**config.mk**
```make
export PLATFORM = sky130hd
export DESIGN_NAME = spi_access_device_flat
export DESIGN_NICKNAME = d
export VERILOG_FILES = /design/src/spi_access_pkg.sv /design/src/spi_link_if.sv /design/src/spi_access_device.sv /design/src/flat_wrapper.sv
export SDC_FILE = /design/constraint.sdc
export NUM_CORES = 1
export LEC_CHECK = 0
export BUFFER_PORTS_ARGS = -buffer_cell sky130_fd_sc_hd__buf_2
export CORE_ASPECT_RATIO = 2
export CORE_MARGIN = 5
export CORE_UTILIZATION = 50
export CTS_CLUSTER_DIAMETER = 30
export CTS_CLUSTER_SIZE = 30
export DETAILED_ROUTE_END_ITERATION = 16
export PLACE_DENSITY = 0.81
export SYNTH_ARGS = -nofsm -noshare
export SYNTH_HDL_FRONTEND = slang
export SYNTH_SLANG_ARGS = --single-unit
```
**constraint.sdc**
```tcl
create_clock -name clock -period 2.8 [get_ports clock]
set_clock_uncertainty 0.2 [all_clocks]
set_input_delay 0.56 -clock clock [delete_from_list [all_inputs] [get_ports clock]]
set_output_delay 0.56 -clock clock [all_outputs]
set_load 0.02 [all_outputs]
```
**src/spi_access_pkg.sv**
```systemverilog
/*
  Shared constants and types for the serial access decoder and its master.
  Assumes both ends run on one 125 MHz clock and meet in spi_link_if.
*/
package spi_access_pkg;

  // header byte layout
  localparam int HDR_RW_BIT = 7;
  localparam int HDR_BURST_BIT = 6;

  // header address map
  localparam logic [5:0] ADDR_EXT = 6'h2F;
  localparam logic [5:0] ADDR_REG_LAST = 6'h2E;
  localparam logic [5:0] STROBE_FIRST = 6'h30;
  localparam logic [5:0] STROBE_LAST = 6'h3D;
  localparam logic [5:0] ADDR_DIRECT = 6'h3E;
  localparam logic [5:0] ADDR_FIFO = 6'h3F;

  // extended and direct address map
  localparam logic [7:0] DIRECT_SPLIT = 8'h80;
  localparam logic [7:0] EXT_PREBUF = 8'hDA;
  localparam logic [7:0] ZERO_BYTE = 8'h00;
  localparam logic [3:0] STATUS_LOW_BITS = 4'h0;

  // master register port
  localparam logic [3:0] HOST_TX_OFF = 4'h0;
  localparam logic [3:0] HOST_RX_OFF = 4'h4;
  localparam logic [3:0] HOST_STAT_OFF = 4'h8;
  localparam int HOST_LAST_BIT = 8;
  localparam int STAT_BUSY_BIT = 0;
  localparam int STAT_RX_BIT = 1;
  localparam int STAT_FRAME_BIT = 2;

  // link timing, in ns, and derived clock counts (rounded up)
  localparam int CLOCK_NS = 8;
  localparam int SCLK_HALF_NS = 50;
  localparam int SETUP_NS = 50;
  localparam int HOLD_NS = 200;
  localparam int REST_NS = 50;
  localparam int GAP_NS = 100;
  localparam logic [7:0] HALF_CYC =
    8'((SCLK_HALF_NS + CLOCK_NS - 1) / CLOCK_NS);
  localparam logic [7:0] SETUP_CYC = 8'((SETUP_NS + CLOCK_NS - 1) / CLOCK_NS);
  localparam logic [7:0] HOLD_CYC = 8'((HOLD_NS + CLOCK_NS - 1) / CLOCK_NS);
  localparam logic [7:0] REST_CYC = 8'((REST_NS + CLOCK_NS - 1) / CLOCK_NS);
  localparam logic [7:0] GAP_CYC = 8'((GAP_NS + CLOCK_NS - 1) / CLOCK_NS);

  // target of one byte access
  typedef enum logic [2:0] {
    SP_REG, SP_EXT, SP_FIFO, SP_DIR_TX, SP_DIR_RX, SP_FEC, SP_FREE
  } space_t;

  typedef enum logic [1:0] {
    ST_HEADER, ST_EXT_ADDR, ST_DIR_ADDR, ST_DATA
  } link_state_t;

  typedef enum logic [2:0] {
    HS_IDLE, HS_READY, HS_LOW, HS_HIGH, HS_GAP, HS_HOLD, HS_REST
  } host_state_t;

endpackage

```
**src/spi_link_if.sv**
```systemverilog
/*
  The four-wire serial link between master and decoder.
  Assumes the bench instantiates it once and hands each end its modport.
*/
`timescale 1ns/1ps
interface spi_link_if;
  logic select_low;
  logic sclk;
  logic mosi;
  logic miso;

  modport device (
    input select_low,
    input sclk,
    input mosi,
    output miso
  );

  modport host (
    output select_low,
    output sclk,
    output mosi,
    input miso
  );
endinterface

```
**src/spi_access_device.sv**
```systemverilog
/*
  Slave end: decodes header bytes into register, extended, strobe, FIFO
  and direct memory accesses, and drives status or read data back.
  Assumes the user side answers a read in the cycle after acc_valid and
  that sclk stays high at least 4 clock cycles after each rising edge.
*/
`timescale 1ns/1ps
module spi_access_device (
  input wire logic clock,
  input wire logic resetn,
  spi_link_if.device link,
  input wire logic chip_ready_low,
  input wire logic [2:0] main_state,
  input wire logic burst_autoinc_enable,
  input wire logic direct_select,
  input wire logic error_correction_enable,
  input wire logic rx_fifo_empty,
  input wire logic rx_push_valid,
  input wire logic [7:0] rx_push_data,
  output logic acc_valid,
  output logic acc_write,
  output spi_access_pkg::space_t acc_space,
  output logic [7:0] acc_addr,
  output logic [7:0] acc_wdata,
  input wire logic [7:0] acc_rdata,
  output logic strobe_valid,
  output logic [5:0] strobe_code
);
  import spi_access_pkg::*;

  logic [1:0] sel_sync;
  logic [1:0] sclk_sync;
  logic [1:0] mosi_sync;
  logic sclk_prev_reg;
  logic [2:0] bit_cnt_reg;
  logic [6:0] shift_reg;
  logic begun_reg;
  link_state_t state_reg, state_next;
  space_t space_reg, space_next;
  logic [7:0] addr_reg, addr_next;
  logic rw_reg, rw_next;
  logic burst_reg, burst_next;
  logic [7:0] tx_reg;
  logic [7:0] next_reg;
  logic [7:0] load_val;
  logic fetch_reg, fetch_wait_reg;
  logic [7:0] prebuf_reg;
  logic acc_valid_reg, acc_write_reg;
  space_t acc_space_reg;
  logic [7:0] acc_addr_reg, acc_wdata_reg;
  logic strobe_valid_reg;
  logic [5:0] strobe_code_reg;
  logic rd_issue, wr_issue, strobe_next;

  // direct memory target from the select bit and the address half
  function automatic space_t dir_space(input logic [7:0] a);
    if (direct_select)
      dir_space = (a >= DIRECT_SPLIT) ? SP_FREE : SP_FEC;
    else
      dir_space = (a >= DIRECT_SPLIT) ? SP_DIR_RX : SP_DIR_TX;
  endfunction

  // link pins cross in through two flops each
  always_ff @(posedge clock or negedge resetn) begin
    if (!resetn) begin
      sel_sync <= 2'h3;
      sclk_sync <= 2'h0;
      mosi_sync <= 2'h0;
      sclk_prev_reg <= 1'b0;
    end else begin
      sel_sync <= {sel_sync[0], link.select_low};
      sclk_sync <= {sclk_sync[0], link.sclk};
      mosi_sync <= {mosi_sync[0], link.mosi};
      sclk_prev_reg <= sclk_sync[1];
    end
  end

  // edge finding and header field decode
  wire active = !sel_sync[1];
  wire rise = active && sclk_sync[1] && !sclk_prev_reg;
  wire fall = active && !sclk_sync[1] && sclk_prev_reg;
  wire [7:0] rx_byte = {shift_reg, mosi_sync[1]};
  wire byte_done = rise && (bit_cnt_reg == 3'h7);
  wire [7:0] status_byte = {chip_ready_low, main_state, STATUS_LOW_BITS};
  wire hdr_read = rx_byte[HDR_RW_BIT];
  wire hdr_burst = rx_byte[HDR_BURST_BIT];
  wire [5:0] hdr_addr = rx_byte[5:0];
  wire is_reg = hdr_addr < ADDR_EXT;
  wire is_ext = hdr_addr == ADDR_EXT;
  wire is_dir = hdr_addr == ADDR_DIRECT;
  wire is_fifo = hdr_addr == ADDR_FIFO;
  wire is_direct = space_reg inside {SP_DIR_TX, SP_DIR_RX, SP_FEC, SP_FREE};
  // counter holds on FIFO data, at the register-space end, or autoinc off outside direct memory
  wire hold = (space_reg == SP_FIFO)
    || (space_reg == SP_REG && addr_reg == {2'h0, ADDR_REG_LAST})
    || (!burst_autoinc_enable && !is_direct);
  // extended and direct addresses wrap naturally in eight bits
  wire [7:0] inc_addr = hold ? addr_reg : addr_reg + 8'h01;
  // workspace belongs to the error-correction core while it runs
  wire wr_blocked = (space_reg == SP_FEC) && error_correction_enable;

  // byte-boundary decisions of the access decoder
  always_comb begin
    state_next = state_reg;
    space_next = space_reg;
    addr_next = addr_reg;
    rw_next = rw_reg;
    burst_next = burst_reg;
    load_val = status_byte;
    rd_issue = 1'b0;
    wr_issue = 1'b0;
    strobe_next = 1'b0;
    if (byte_done) begin
      unique case (state_reg)
        ST_HEADER: begin
          rw_next = hdr_read;
          burst_next = hdr_burst;
          addr_next = {2'h0, hdr_addr};
          if (is_reg || is_fifo) begin
            state_next = ST_DATA;
            space_next = is_fifo ? SP_FIFO : SP_REG;
            rd_issue = hdr_read;
          end else if (is_ext) begin
            state_next = ST_EXT_ADDR;
            load_val = ZERO_BYTE;
          end else if (is_dir) begin
            state_next = ST_DIR_ADDR;
          end else begin
            strobe_next = !hdr_burst;
          end
        end
        ST_EXT_ADDR, ST_DIR_ADDR: begin
          addr_next = rx_byte;
          state_next = ST_DATA;
          space_next = (state_reg == ST_EXT_ADDR) ? SP_EXT : dir_space(rx_byte);
          rd_issue = rw_reg;
        end
        ST_DATA: begin
          wr_issue = !rw_reg && !wr_blocked;
          if (burst_reg) begin
            addr_next = inc_addr;
            space_next = is_direct ? dir_space(inc_addr) : space_reg;
            rd_issue = rw_reg;
          end else begin
            state_next = ST_HEADER;
          end
        end
      endcase
    end
  end

  // bit counter, receive shifter and decoder state
  always_ff @(posedge clock or negedge resetn) begin
    if (!resetn) begin
      bit_cnt_reg <= 3'h0;
      shift_reg <= 7'h00;
      begun_reg <= 1'b0;
      state_reg <= ST_HEADER;
      space_reg <= SP_REG;
      addr_reg <= 8'h00;
      rw_reg <= 1'b0;
      burst_reg <= 1'b0;
    end else if (!active) begin
      bit_cnt_reg <= 3'h0;
      begun_reg <= 1'b0;
      state_reg <= ST_HEADER;
    end else if (rise) begin
      bit_cnt_reg <= bit_cnt_reg + 3'h1;
      shift_reg <= rx_byte[6:0];
      begun_reg <= 1'b1;
      state_reg <= state_next;
      space_reg <= space_next;
      addr_reg <= addr_next;
      rw_reg <= rw_next;
      burst_reg <= burst_next;
    end
  end

  // next outgoing byte; read data taken the cycle after acc_valid
  always_ff @(posedge clock or negedge resetn) begin
    if (!resetn) begin
      next_reg <= 8'h00;
      fetch_wait_reg <= 1'b0;
      fetch_reg <= 1'b0;
    end else begin
      fetch_wait_reg <= rd_issue;
      fetch_reg <= fetch_wait_reg;
      if (fetch_reg)
        next_reg <= (acc_space_reg == SP_EXT && acc_addr_reg == EXT_PREBUF)
          ? prebuf_reg : acc_rdata;
      else if (byte_done)
        next_reg <= load_val;
    end
  end

  // transmit shifter changes on falling edges so the master samples clean
  always_ff @(posedge clock or negedge resetn) begin
    if (!resetn)
      tx_reg <= 8'hFF;
    else if (!active || (state_reg == ST_HEADER && !begun_reg))
      tx_reg <= status_byte;
    else if (fall)
      tx_reg <= (bit_cnt_reg == 3'h0) ? next_reg : {tx_reg[6:0], 1'b0};
  end

  // first byte into an empty receive FIFO is kept aside
  always_ff @(posedge clock or negedge resetn) begin
    if (!resetn)
      prebuf_reg <= 8'h00;
    else if (rx_push_valid && rx_fifo_empty)
      prebuf_reg <= rx_push_data;
  end

  // user-side access and strobe pulses
  always_ff @(posedge clock or negedge resetn) begin
    if (!resetn) begin
      acc_valid_reg <= 1'b0;
      acc_write_reg <= 1'b0;
      acc_space_reg <= SP_REG;
      acc_addr_reg <= 8'h00;
      acc_wdata_reg <= 8'h00;
      strobe_valid_reg <= 1'b0;
      strobe_code_reg <= 6'h00;
    end else begin
      acc_valid_reg <= rd_issue || wr_issue;
      strobe_valid_reg <= strobe_next;
      if (wr_issue) begin
        acc_write_reg <= 1'b1;
        acc_space_reg <= space_reg;
        acc_addr_reg <= addr_reg;
        acc_wdata_reg <= rx_byte;
      end else if (rd_issue) begin
        acc_write_reg <= 1'b0;
        acc_space_reg <= space_next;
        acc_addr_reg <= addr_next;
      end
      if (strobe_next)
        strobe_code_reg <= hdr_addr;
    end
  end

  assign link.miso = tx_reg[7];
  assign acc_valid = acc_valid_reg;
  assign acc_write = acc_write_reg;
  assign acc_space = acc_space_reg;
  assign acc_addr = acc_addr_reg;
  assign acc_wdata = acc_wdata_reg;
  assign strobe_valid = strobe_valid_reg;
  assign strobe_code = strobe_code_reg;
endmodule

```
**src/flat_wrapper.sv**
```systemverilog
// flat-port wrapper written by rule: the top's interface ports become plain ports
module spi_access_device_flat import spi_access_pkg::*;
  (clock, resetn, chip_ready_low, main_state, burst_autoinc_enable, direct_select, error_correction_enable, rx_fifo_empty, rx_push_valid, rx_push_data, acc_valid, acc_write, acc_space, acc_addr, acc_wdata, acc_rdata, strobe_valid, strobe_code, link_select_low, link_sclk, link_mosi, link_miso);
  spi_link_if link_i ();
  input wire logic clock;
  input wire logic resetn;
  input wire logic chip_ready_low;
  input wire logic [2:0] main_state;
  input wire logic burst_autoinc_enable;
  input wire logic direct_select;
  input wire logic error_correction_enable;
  input wire logic rx_fifo_empty;
  input wire logic rx_push_valid;
  input wire logic [7:0] rx_push_data;
  output logic acc_valid;
  output logic acc_write;
  output spi_access_pkg::space_t acc_space;
  output logic [7:0] acc_addr;
  output logic [7:0] acc_wdata;
  input wire logic [7:0] acc_rdata;
  output logic strobe_valid;
  output logic [5:0] strobe_code;
  input wire logic [$bits(link_i.select_low)-1:0] link_select_low;
  input wire logic [$bits(link_i.sclk)-1:0] link_sclk;
  input wire logic [$bits(link_i.mosi)-1:0] link_mosi;
  output wire logic [$bits(link_i.miso)-1:0] link_miso;
  assign link_i.select_low = link_select_low;
  assign link_i.sclk = link_sclk;
  assign link_i.mosi = link_mosi;
  assign link_miso = link_i.miso;
  spi_access_device u_core (.clock(clock), .resetn(resetn), .link(link_i), .chip_ready_low(chip_ready_low), .main_state(main_state), .burst_autoinc_enable(burst_autoinc_enable), .direct_select(direct_select), .error_correction_enable(error_correction_enable), .rx_fifo_empty(rx_fifo_empty), .rx_push_valid(rx_push_valid), .rx_push_data(rx_push_data), .acc_valid(acc_valid), .acc_write(acc_write), .acc_space(acc_space), .acc_addr(acc_addr), .acc_wdata(acc_wdata), .acc_rdata(acc_rdata), .strobe_valid(strobe_valid), .strobe_code(strobe_code));
endmodule
```
=== Yosys cells after proc, flatten, opt, wreduce, memory -nomap -nowiden ===
Index checks and enable logic that the tools add are counted.

* Flip-flop bits (word level): 87
* Latch bits: 0
* RAM bits: 0
* Bits in read-only memories: 0
* Word-level logic and storage cells: 141
* Memories: 0

* Add/sub/neg operators: 2
* Multiply operators: 0
* Div/mod/pow operators: 0
* $lt $le $gt $ge: 3
* Equality and inequality tests: 17
* Shift operators: 0
* Mux-type cells: 55
* Bitwise operators: 1
* Reductions and logical operators: 39

{| class="wikitable"
|+ Operator list
! kind !! count
|-
| $mux W8 || 14
|-
| $mux W3 || 13
|-
| $pmux W8 S3 || 1
|-
| $mux W2 || 10
|-
| $eq A6 B6 Y1 const B || 3
|-
| $ge A8 B8 Y1 const B || 2
|-
| $mux W1 || 14
|-
| $eq A3 B3 Y1 const B || 4
|-
| $logic_and A1 B1 Y1 || 12
|-
| $reduce_bool A2 Y1 || 5
|-
| $logic_not A1 Y1 || 9
|-
| $pmux W3 S3 || 1
|-
| $add A8 B1 Y8 const B || 1
|-
| $eq A8 B6 Y1 const B || 1
|-
| $eq A8 B8 Y1 const B || 1
|-
| $reduce_and A4 Y1 || 2
|-
| $eq A3 B2 Y1 const B || 2
|-
| $logic_not A3 Y1 || 2
|-
| $lt A6 B6 Y1 const B || 1
|-
| $pmux W2 S3 || 1
|-
| $logic_or A1 B1 Y1 || 5
|-
| $ne A5 B1 Y1 const B || 1
|-
| $eq A2 B2 Y1 const B || 2
|-
| $reduce_bool A4 Y1 || 1
|-
| other kinds (9) || 9
|}

=== Logic depth before layout (Yosys ltp) ===
Gate-level depths: netlist (run 1).

* Depth in word-level cells: 15
* Depth in mapped cells: 11

=== Worst setup path after synthesis (run 1) ===
OpenSTA, ideal clock, no wires.

* Path type: reg2reg
* Start: register u_core.space_reg[0]
* End: register u_core.acc_space_reg[1] (netlist: u_core.acc_space[1])
* Library setup time: 120 ps
* Arrival time: 2298 ps
* Setup slack: 182 ps
* Stages on the path, launching flop included: 12
* Path buffers: 1
* Cell sequence: dfrtp_1 > buf_2 > or3b_1 > and2_1 > nand3_1 > xor2_1 > ha_1 > nor2b_1 > o21ai_0 > a2111oi_0 > or3_1 > a31o_1

* Word-level cells in the longest chain between the ends: 15
* Elaborated cells between the ends (all ways): 29

{| class="wikitable"
|+ Ends and longest elaborated chain
! element !! RTL line !! text
|-
| start: declaration || spi_access_device.sv:39 || <nowiki>space_t space_reg, space_next;</nowiki>
|-
| start signal: assignment || spi_access_device.sv:172 || <nowiki>space_reg <= space_next;</nowiki>
|-
| $eq A3 B2 Y1, or another cell as far along || spi_access_device.sv:92 || <nowiki>wire is_direct = space_reg inside {SP_DIR_TX, SP_DIR_RX, SP_FEC, SP_FREE};</nowiki>
|-
| $reduce_bool A4 Y1 || spi_access_device.sv:92 ||
|-
| $logic_not A1 Y1 || spi_access_device.sv:96 || <nowiki>|| (!burst_autoinc_enable && !is_direct);</nowiki>
|-
| $logic_and A1 B1 Y1 || spi_access_device.sv:96 ||
|-
| $logic_or A1 B1 Y1 || spi_access_device.sv:96 ||
|-
| $mux W8 || spi_access_device.sv:98 || <nowiki>wire [7:0] inc_addr = hold ? addr_reg : addr_reg + 8'h01;</nowiki>
|-
| $ge A8 B8 Y1 || spi_access_device.sv:58, spi_access_device.sv:60 ||
|-
| $mux W3 or $mux W2 (tied branches) || spi_access_device.sv:60, spi_access_device.sv:58 ||
|-
| $mux W3 || spi_access_device.sv:57 || <nowiki>if (direct_select)</nowiki>
|-
| $mux W3 || spi_access_device.sv:142 || <nowiki>space_next = is_direct ? dir_space(inc_addr) : space_reg;</nowiki>
|-
| $mux W3 || spi_access_device.sv:140 || <nowiki>if (burst_reg) begin</nowiki>
|-
| $pmux W3 S3 || spi_access_device.sv:114 || <nowiki>unique case (state_reg)</nowiki>
|-
| $mux W3 || spi_access_device.sv:113 || <nowiki>if (byte_done) begin</nowiki>
|-
| $mux W3 || spi_access_device.sv:232 || <nowiki>end else if (rd_issue) begin</nowiki>
|-
| $mux W3 || spi_access_device.sv:227 || <nowiki>if (wr_issue) begin</nowiki>
|-
| end signal: assignment || spi_access_device.sv:229 || <nowiki>acc_space_reg <= space_reg;</nowiki>
|-
| end signal: assignment || spi_access_device.sv:234 || <nowiki>acc_space_reg <= space_next;</nowiki>
|-
| end: declaration || spi_access_device.sv:49 || <nowiki>space_t acc_space_reg;</nowiki>
|}

Parallel ways exist; a longest one is shown, timed or not. The select of a mux whose other input is x is not followed.
A chain may end at the register's enable or synchronous reset.

=== Final worst setup path (run 1) ===
* Start: register u_core.space_reg[2]
* End: register u_core.acc_space_reg[1] (netlist: u_core.acc_space[1])

Same word-level chain as after synthesis.

==> flow_summary.ini, run 1 <==
[status]
outcome = complete, no violations

[logic_synthesis]
syn_inst = 465
synth_edf_count = 0
syn_nets = 506
yosys_warnings = 0
synth_cell_types = 76
synthFlopType = dfrtp_1
yosysSeqAreaShare_pct = 47.1
netlist_top_cells_area = dfrtp_1, dfstp_2, nand2_1
syn_avg_cell_area_um2 = 10.0
synth_top_area_cell = dfrtp_1
ys_seq_elements = 87
synthArstFlopShare_pct = 100
netlist_area_um2 = 4650
yosysTopAreaCellShare_pct = 41.4

[drt]
vias_per_cell = 6.21
ant_nets = 0
drc = 0
vias = 3934
detail_route.wl_per_cell_um = 18.6
drtIter0Drc = 353
first_pass_iters = 7
wl_mm = 11.8

[cts]
htreeDepth = 3
root_buffer = clkbuf_16
clk_latency_ps = 350
cts_buffer_depth = 2
clkTransAtPathRegs_ps = 70
postCtsSetupBuffers = 0
cts_made_buffers = 9
cts_tree = yes
clock_sinks = 87

[timing]
tns_ps = 0
period_share_pct = 94.6
setup_ws_ps = 152
tightest_slew_ps = 637
setup_viol = 0
period_needed_ps = 2650
final_max_slew_viol_count = 0
hold_violations = 0
slew_headroom_pct = 57.5
max_freq_mhz = 378

[pwr]
ir_drop_mv = 0.389
powerDensity_nw_per_um2 = 547
comb_power_share_pct = 9.9
power.share.clock_pct = 40.4
switching_power_w = 0.000783
power_w = 0.00296
switching_share_pct = 26.5
p_leak_nw = 2.57
seqPwrFrac_pct = 49.6
internal-power_w = 0.00217

[critical_path]
crit_path_end_kind = flip-flop
slowest_delay_ps = 420
crit_path_start_kind = flip-flop
crit_buf_inv = 0
cpMaxStageDelayCell = dfrtp_1
cp_max_fo = 5
critPathTopFamily = simple AND/OR/NAND/NOR gates
worstPathRequired_ps = 2890
critPathArrivalTime_ps = 2740
critical_path.cell_chain = or3b_1 -> and2_4 -> nand3_1 -> xor2_1 -> ha_1 -> o211ai_1 -> nand2_1 -> a2111oi_1 -> or3_1 -> a31o_1
worstSetupPathType = reg -> reg

[cells_and_area]
antennaDiodeCount = 0
area_growth_pct = 16.4
fillers = 790
nets = 567
drive_gt1_share_pct = 27.3

[placement]
dp_hpwl_mm = 8.60
port_buffers = 58
gp_congestion = 0.909
dp_slack_ps = 33.3

[run]
timing.max_cap.violations = 0

[grt]
antenna_found_initial = 0
grt_pass1_vias = 4001
grt.total_usage_pct = 21.7
grt_start_max_net_pins = 48
grt_pass1_wl_mm = 19.8
overflow = 0

[floorplanning]
dieWidth_um = 78.2
fp-row-count = 49
core_um2 = 9070
initial_core_util_pct = 51.2
die-area_um2 = 11400
die_h_um = 146
ios = 59

[hold_path]
hold_path.class = in -> async
-- power groups by stage --
stage / sequential, W / clock (W) / combinational, W
2_1_floorplan: 0.00140 / 0 / 0.000255
3_3_place_gp: 0.00148 / 0 / 0.000281
3_5_place_dp: 0.00149 / 0 / 0.000291
4_1_cts: 0.00147 / 0.00121 / 0.000293
5_1_grt: 0.00148 / 0.00127 / 0.000328
6_report: 0.00147 / 0.00120 / 0.000293
-- kinds of logic after synthesis --
logic type,count (synthesis),share of synthesized area (%)
AOI/OAI and AO/OA,114,17.1
xor gates and xnor gates,3,0.565
adders and majority gates,11,2.96
buffers and inverters,48,4.87
DFF,87,47.1
muxes,41,9.45
and+or+nand+nor,161,17.9
-- final cells by class --
class	instances	area [um2]	area share (%)
clock inverter	6	68.8	1.27
timing repair buffer	83	493	9.11
multi-input combinational	330	2240	41.5
inverter	15	58.8	1.09
tap	102	128	2.36
clock buffer	10	229	4.23
sequential	87	2190	40.5
-- cells in the mapped netlist, types with 5 or more instances --
master,count
nor3_1,5
nand4_1,6
nand3_1,11
dfstp_2,10
a22o_1,5
nand2_1,69
a211oi_1,6
clkbuf_1,14
mux2i_1,21
buf_2,14
mux2_2,19
and2_1,5
o21ai_0,23
inv_1,14
o31ai_1,5
o21ai_1,7
nor2b_1,7
dfrtp_1,77
a21oi_1,23
nand2b_1,6
ha_1,11
nor2_1,22
-- cell usage in the layout (no fill, tap or decap), types with 4 or more instances in the layout --
cell       instances
a21oi_1           23
buf_4             25
buf_2             57
nor2_1            22
inv_1             14
and2_1             4
mux2_2            19
nand4_1            6
nor2b_1            7
o2bb2ai_1          4
o21ai_1            7
dfstp_2           10
a211oi_1           6
o31ai_1            5
nand3_1           11
and3_1             4
clkbuf_16          9
nand2_1           69
o21ai_0           23
mux2i_1           21
nand2b_1           6
a22o_1             5
a221oi_1           4
dfrtp_1           77
ha_1              11
nor3_1             5
-- timing repair --
action	4_1_cts	5_1_grt
hold buffers	0	0
setup endpoints to repair	0	1
hold endpoints to repair	0	0
gates resized for setup	0	2
-- metal layers --
layer | GRT usage [%] | part of all wire, % | wire length (um)
met5 | 0 | 0 | 0
met4 | 12.4 | 4.5 | 530
met3 | 5.43 | 5.1 | 605
met2 | 37.6 | 53 | 6260
met1 | 23.7 | 37 | 4390
-- final timing paths --
check | from | to | slack, ps | cells after the start
min in group clock | link_select_low | u_core.sel_sync[0]$_DFF_PN1_ | 110 | 1
worst min register to register | u_core.sclk_sync[0]$_DFF_PN0_ | u_core.sclk_sync[1]$_DFF_PN0_ | 150 | 0
max in group asynchronous | resetn | u_core.tx_reg[2]$_DFFE_PN1P_ | 1660 | 2
worst max register to register | u_core.space_reg[2]$_DFFE_PN0P_ | u_core.acc_space[1]$_DFFE_PN0P_ | 150 | 10
worst min-delay path | resetn | u_core.acc_space[1]$_DFFE_PN0P_ | 40 | 1
worst max-delay path | u_core.space_reg[2]$_DFFE_PN0P_ | u_core.acc_space[1]$_DFFE_PN0P_ | 150 | 10
-- stage by stage --
step           cell area [um2]  utilization (%)  std cells  hold WS, ps
6_report                  5410             59.6        633         39.6
5_1_grt                   5410             59.6        633         82.9
4_1_cts                   5410             59.6        633         57.0
3_5_place_dp              5110             56.3        617          136
3_3_place_gp              5110             56.3        617          134
2_1_floorplan             4650                -        465         64.4
(Power assumes the default switching activity.)
==> inputs of run 2 (changes only) <==
--- a/config.mk
+++ b/config.mk
@@ -6,7 +6,7 @@
 export NUM_CORES = 1
 export LEC_CHECK = 0
 export BUFFER_PORTS_ARGS = -buffer_cell sky130_fd_sc_hd__buf_2
-export CORE_ASPECT_RATIO = 2
+export CORE_ASPECT_RATIO = 1.4
 export CORE_MARGIN = 5
 export CORE_UTILIZATION = 50
 export CTS_CLUSTER_DIAMETER = 30
==> run 2 against run 1 <==
  * Core utilization decreased by 0.23 points
  * First-iteration DRC count decreased by 18%
  * Worst setup slack improved by 18 ps
  * Global-route usage about the same
  * Combinational power about the same
  * Sequential power about the same
  * Register-to-register slack improved by 20 ps
  * Clock power about the same
  * Routed wire length increased by 1.2%
  * Worst hold slack got worse by 6.7 ps
  * Final cell count increased by 0.32%
  * Count of clock-buffer cells in the layout increased by 1
  * Critical endpoint unchanged
  * Largest cell class unchanged
  * Highest routed layer unchanged
==> flow_summary.ini, run 2 (synthesis gave the netlist of run 1 again) <==
[critical_path]
crit_path_end_kind = flip-flop
critical_path.cell_chain = or3b_1 -> and2_1 -> nand3_1 -> xor2_1 -> ha_1 -> nor2b_1 -> o21ai_1 -> a2111oi_2 -> or3_1 -> a31o_1
worst-r2r-setup-slack_ps = 170
worstSetupPathType = reg -> reg
worstPathRequired_ps = 2830
crit_path_start_kind = flip-flop
cp_max_fo = 6
critPathArrivalTime_ps = 2660
cpMaxStageDelayCell = dfrtp_2
slowest_delay_ps = 440

[cts]
root_buffer = clkbuf_16
cts_resized = 0
clk_latency_ps = 340
ctsHoldBuffers = 0
postCtsSetupBuffers = 0
cts_buffer_depth = 2
htreeDepth = 3
cts_made_buffers = 9
cts_tree = yes
clock_sinks = 87
clkTransAtPathRegs_ps = 60

[cells_and_area]
antennaDiodeCount = 0
drive_gt1_share_pct = 27.3
area_growth_pct = 16.0
regArea_um2 = 2190
mostFrequentLayoutCells = dfrtp_1, nand2_1, buf_2, a21oi_1
final_common_cell = dfrtp_1
fillers = 759
multi_input_area_um2 = 2250
nets = 564

[floorplanning]
die-area_um2 = 11400
core_um2 = 9080
die_h_um = 124
fp-row-count = 41
dieWidth_um = 91.5
initial_core_util_pct = 51.2
ios = 59

[grt]
grt_pass1_wl_mm = 19.5
grt_pass1_vias = 3996
grt.total_usage_pct = 21.8
grt_start_max_net_pins = 47
overflow = 0
antenna_found_initial = 0

[pwr]
p_leak_nw = 2.55
powerDensity_nw_per_um2 = 546
ir_drop_mv = 0.354

[timing]
final_max_slew_viol_count = 0
slew_headroom_pct = 56.1
period_needed_ps = 2630
whs_ps = 32.9
hold_violations = 0
max_freq_mhz = 380
setup_viol = 0
tns_ps = 0
period_share_pct = 93.9
rsz0062_at_grt = no
tightest_slew_ps = 658

[drt]
vias_per_cell = 6.13
drtIter0Drc = 288
drc = 0
ant_nets = 0
wl_mm = 11.9
first_pass_iters = 5
detail_route.wl_per_cell_um = 18.8
vias = 3891

[placement]
port_buffers = 58
dp_hpwl_mm = 8.60
gp_congestion = 0.921

[run]
timing.max_cap.violations = 0

[hold_path]
hold_path.class = in -> async

[status]
outcome = complete, no violations
[run 2: area by class of cell]
cell class / count / share of cell area [%]
clock buffers: 11 / 4.32
multi-input cells: 330 / 41.6
clock inverters: 5 / 1.09
repair buffers: 80 / 8.72
inverters: 15 / 1.09
flip-flops and latches: 87 / 40.6
well taps: 107 / 2.48
[run 2: path summary, 6_finish.rpt]
kind | start | cells past startpoint | endpoint
max in group asynchronous | resetn | 2 | u_core.sel_sync[0]$_DFF_PN1_
worst min-delay path | resetn | 1 | u_core.acc_valid$_DFF_PN0_
worst min register to register | u_core.sclk_sync[0]$_DFF_PN0_ | 0 | u_core.sclk_sync[1]$_DFF_PN0_
min in group clock | link_select_low | 1 | u_core.sel_sync[0]$_DFF_PN1_
worst max register to register | u_core.space_reg[2]$_DFFE_PN0P_ | 10 | u_core.acc_space[1]$_DFFE_PN0P_
worst max-delay path | u_core.space_reg[2]$_DFFE_PN0P_ | 10 | u_core.acc_space[1]$_DFFE_PN0P_
[run 2: power by group]
part / switching (W) / internal [W]
sequential: 0.000137 / 0.00133
clock: 0.000490 / 0.000692
combinational: 0.000146 / 0.000147
total: 0.000773 / 0.00217
[run 2: critical path, delay by kind of cell, from the launching register on]
family	cells	cell delay [ps]
fa+ha+maj	1	300
simple gates	5	1060
flops	1	440
xor+xnor	1	70
compound gates	3	450
[run 2: stage by stage]
step | util [%] | total power (W) | cells | cell area, um2 | setup slack, ps
after floorplan | - | 0.00165 | 465 | 4650 | 182
after global placement | 56.1 | 0.00176 | 619 | 5090 | 127
after detailed placement | 56.1 | 0.00178 | 619 | 5090 | 118
after CTS | 59.3 | 0.00295 | 635 | 5380 | 139
after global routing | 59.4 | 0.00305 | 635 | 5390 | 25.0
final | 59.4 | 0.00294 | 635 | 5390 | 170
[run 2: per-layer routing]
metal  vias to the layer above  global-route usage, %  share of wire (%)
met4                         0                   11.4                3.7
met5                         -                      0                  0
met1                      1909                   25.1                 40
li1                       1792                      -                  -
met3                        35                   4.17                5.8
met2                       155                   38.4                 51
==> inputs of run 3 (changes only) <==
--- a/config.mk
+++ b/config.mk
@@ -12,7 +12,7 @@
 export CTS_CLUSTER_DIAMETER = 30
 export CTS_CLUSTER_SIZE = 30
 export DETAILED_ROUTE_END_ITERATION = 16
-export PLACE_DENSITY = 0.81
+export PLACE_DENSITY = 0.73
 export SYNTH_ARGS = -nofsm -noshare
 export SYNTH_HDL_FRONTEND = slang
 export SYNTH_SLANG_ARGS = --single-unit
==> run 3 against run 2 <==
  * Worst hold slack improved by 12 ps
  * Final cell count grew 0.94%
  * Die area did not move
  * Sequential cell count unchanged
  * Count of clock-buffer cells in the layout decreased by 2
  * Global-route usage fell by 0.13 points
  * Sequential share of layout area decreased by 0.14 points
  * Register-to-register slack lost 40 ps
  * Largest power group unchanged
  * Highest routed layer unchanged
==> flow_summary.ini, run 3 (synthesis gave the netlist of run 1 again) <==
[cells_and_area]
fillers = 800
area_growth_pct = 16.4
drive_gt1_share_pct = 28.5
antennaDiodeCount = 0
nets = 570
fin_util_pct = 59.6
mostFrequentLayoutCells = dfrtp_1, nand2_1, buf_2, buf_4
final_common_cell = dfrtp_1

[critical_path]
worstPathRequired_ps = 2830
critical_path.cell_chain = or3b_1 -> and2_1 -> nand3_1 -> xor2_1 -> ha_1 -> nor2b_1 -> o21ai_0 -> a2111oi_1 -> or3_1 -> a31o_1
rr_endpoint = u_core.acc_space[1]$_DFFE_PN0P_
path_depth = 10
slowest_delay_ps = 410
critPathTopFamily = simple AND/OR/NAND/NOR gates
cp_max_fo = 4
crit_path_end = u_core.acc_space[1]$_DFFE_PN0P_
worstSetupPathType = reg -> reg
crit_path_start_kind = flip-flop
cpMaxStageDelayCell = dfrtp_2
crit_path_end_kind = flip-flop
worst-r2r-setup-slack_ps = 130
crit_buf_inv = 0
r2r_cells = 10
critPathArrivalTime_ps = 2700
reg2reg_from = u_core.space_reg[2]$_DFFE_PN0P_
crit_path_start = u_core.space_reg[2]$_DFFE_PN0P_

[timing]
hold_violations = 0
final_max_slew_viol_count = 0
period_share_pct = 95.2
tns_ps = 0
setup_viol = 0
tightest_slew_ps = 680
slew_headroom_pct = 54.7
max_freq_mhz = 375
period_needed_ps = 2670

[cts]
cts_tree = yes
clock_sinks = 87
clk_latency_ps = 340
clkTransAtPathRegs_ps = 60
cts_buffer_depth = 2
ctsHoldBuffers = 0
cts_made_buffers = 9
htreeDepth = 3
root_buffer = clkbuf_16

[grt]
antenna_found_initial = 0
grt_pass1_vias = 3887
grt_pass1_wl_mm = 19.4
grt_start_max_net_pins = 55
grt.total_usage_pct = 21.7
overflow = 0

[floorplanning]
die_h_um = 124
dieWidth_um = 91.5
ios = 59
fp-row-count = 41
initial_core_util_pct = 51.2
core_um2 = 9080
die-area_um2 = 11400

[placement]
dp_hpwl_mm = 8.65
gp_congestion = 0.922
port_buffers = 58

[pwr]
power.share.clock_pct = 39.0
comb_power_share_pct = 10.7
seqPwrFrac_pct = 50.3
ir_drop_mv = 0.393
switching_share_pct = 27.5
switching_power_w = 0.000792
p_leak_nw = 2.57
powerDensity_nw_per_um2 = 533
internal-power_w = 0.00209

[hold_path]
hold_path.class = in -> async

[run]
timing.max_cap.violations = 0

[status]
outcome = complete, no violations

[drt]
drc = 0
vias_per_cell = 5.87
ant_nets = 0
detail_route.wl_per_cell_um = 18.2
vias = 3765
drtIter0Drc = 269
first_pass_iters = 4
wl_mm = 11.7
-- run 3: cell types whose count changed in the layout (fill, tap and decap cells not counted), sizes merged --
cell    delta
inv        +3
clkbuf     -2
buf        +6
bufinv     -1
-- run 3: layer usage --
layer,vias up,part of all wire [%],global-route usage (%)
met5,-,0,0
met4,0,2.9,9.72
met2,108,53,38.2
li1,1802,-,-
met3,24,4.9,3.81
met1,1831,40,25.8
-- run 3: power groups by stage --
stage,logic (W),registers [W],clock network (W)
floorplan,0.000255,0.00140,0
global placement,0.000302,0.00147,0
detailed placement,0.000313,0.00148,0
CTS,0.000315,0.00145,0.00116
global route,0.000347,0.00147,0.00120
finish,0.000309,0.00145,0.00113
-- run 3: layout make-up --
class | instances | area, um2 | area share, %
clock buffer | 9 | 225 | 4.16
clock inverter | 7 | 55.1 | 1.02
inverter | 15 | 58.8 | 1.09
multi-input combinational | 330 | 2240 | 41.5
sequential | 87 | 2190 | 40.5
tap | 107 | 134 | 2.47
timing repair buffer | 86 | 503 | 9.29
-- run 3: metrics by stage --
stage | hold slack [ps] | power [W] | std cells | instance area, um2 | setup slack, ps
after floorplan | 64.4 | 0.00165 | 465 | 4650 | 182
after global placement | 133 | 0.00177 | 623 | 5110 | 98.5
after detailed placement | 137 | 0.00179 | 623 | 5110 | 68.3
after CTS | 77.6 | 0.00292 | 639 | 5390 | 80.9
after global routing | 99.5 | 0.00302 | 641 | 5410 | -0.168
final | 45.0 | 0.00289 | 641 | 5410 | 133
-- run 3: how the worst min path moves through the flow --
stage                                  endpoint  slack, ps  cells after the start
5_1_grt            u_core.sel_sync[0]$_DFF_PN1_        100                      1
6_report       u_core.prebuf_reg[0]$_DFFE_PN0P_         40                      1
4_1_cts        u_core.prebuf_reg[0]$_DFFE_PN0P_         80                      1
3_5_place_dp      u_core.mosi_sync[1]$_DFF_PN0_        140                      0
2_1_floorplan    u_core.acc_addr[0]$_DFFE_PN0P_         60                      0
3_3_place_gp      u_core.mosi_sync[1]$_DFF_PN0_        130                      0
-- run 3: timing repair --
action | CTS | global route
setup buffers | 0 | 2
endpoints found under the setup margin | 0 | 1
resized for setup | 0 | 4
-- run 3: worst register-to-register path, stage by stage (launching register included) --
cell and delay, ps:
dfrtp_2 410, or3b_1 400, and2_1 170, nand3_1 110, xor2_1 70, ha_1 300, nor2b_1 50, o21ai_0 140
a2111oi_1 90, or3_1 380, a31o_1 230
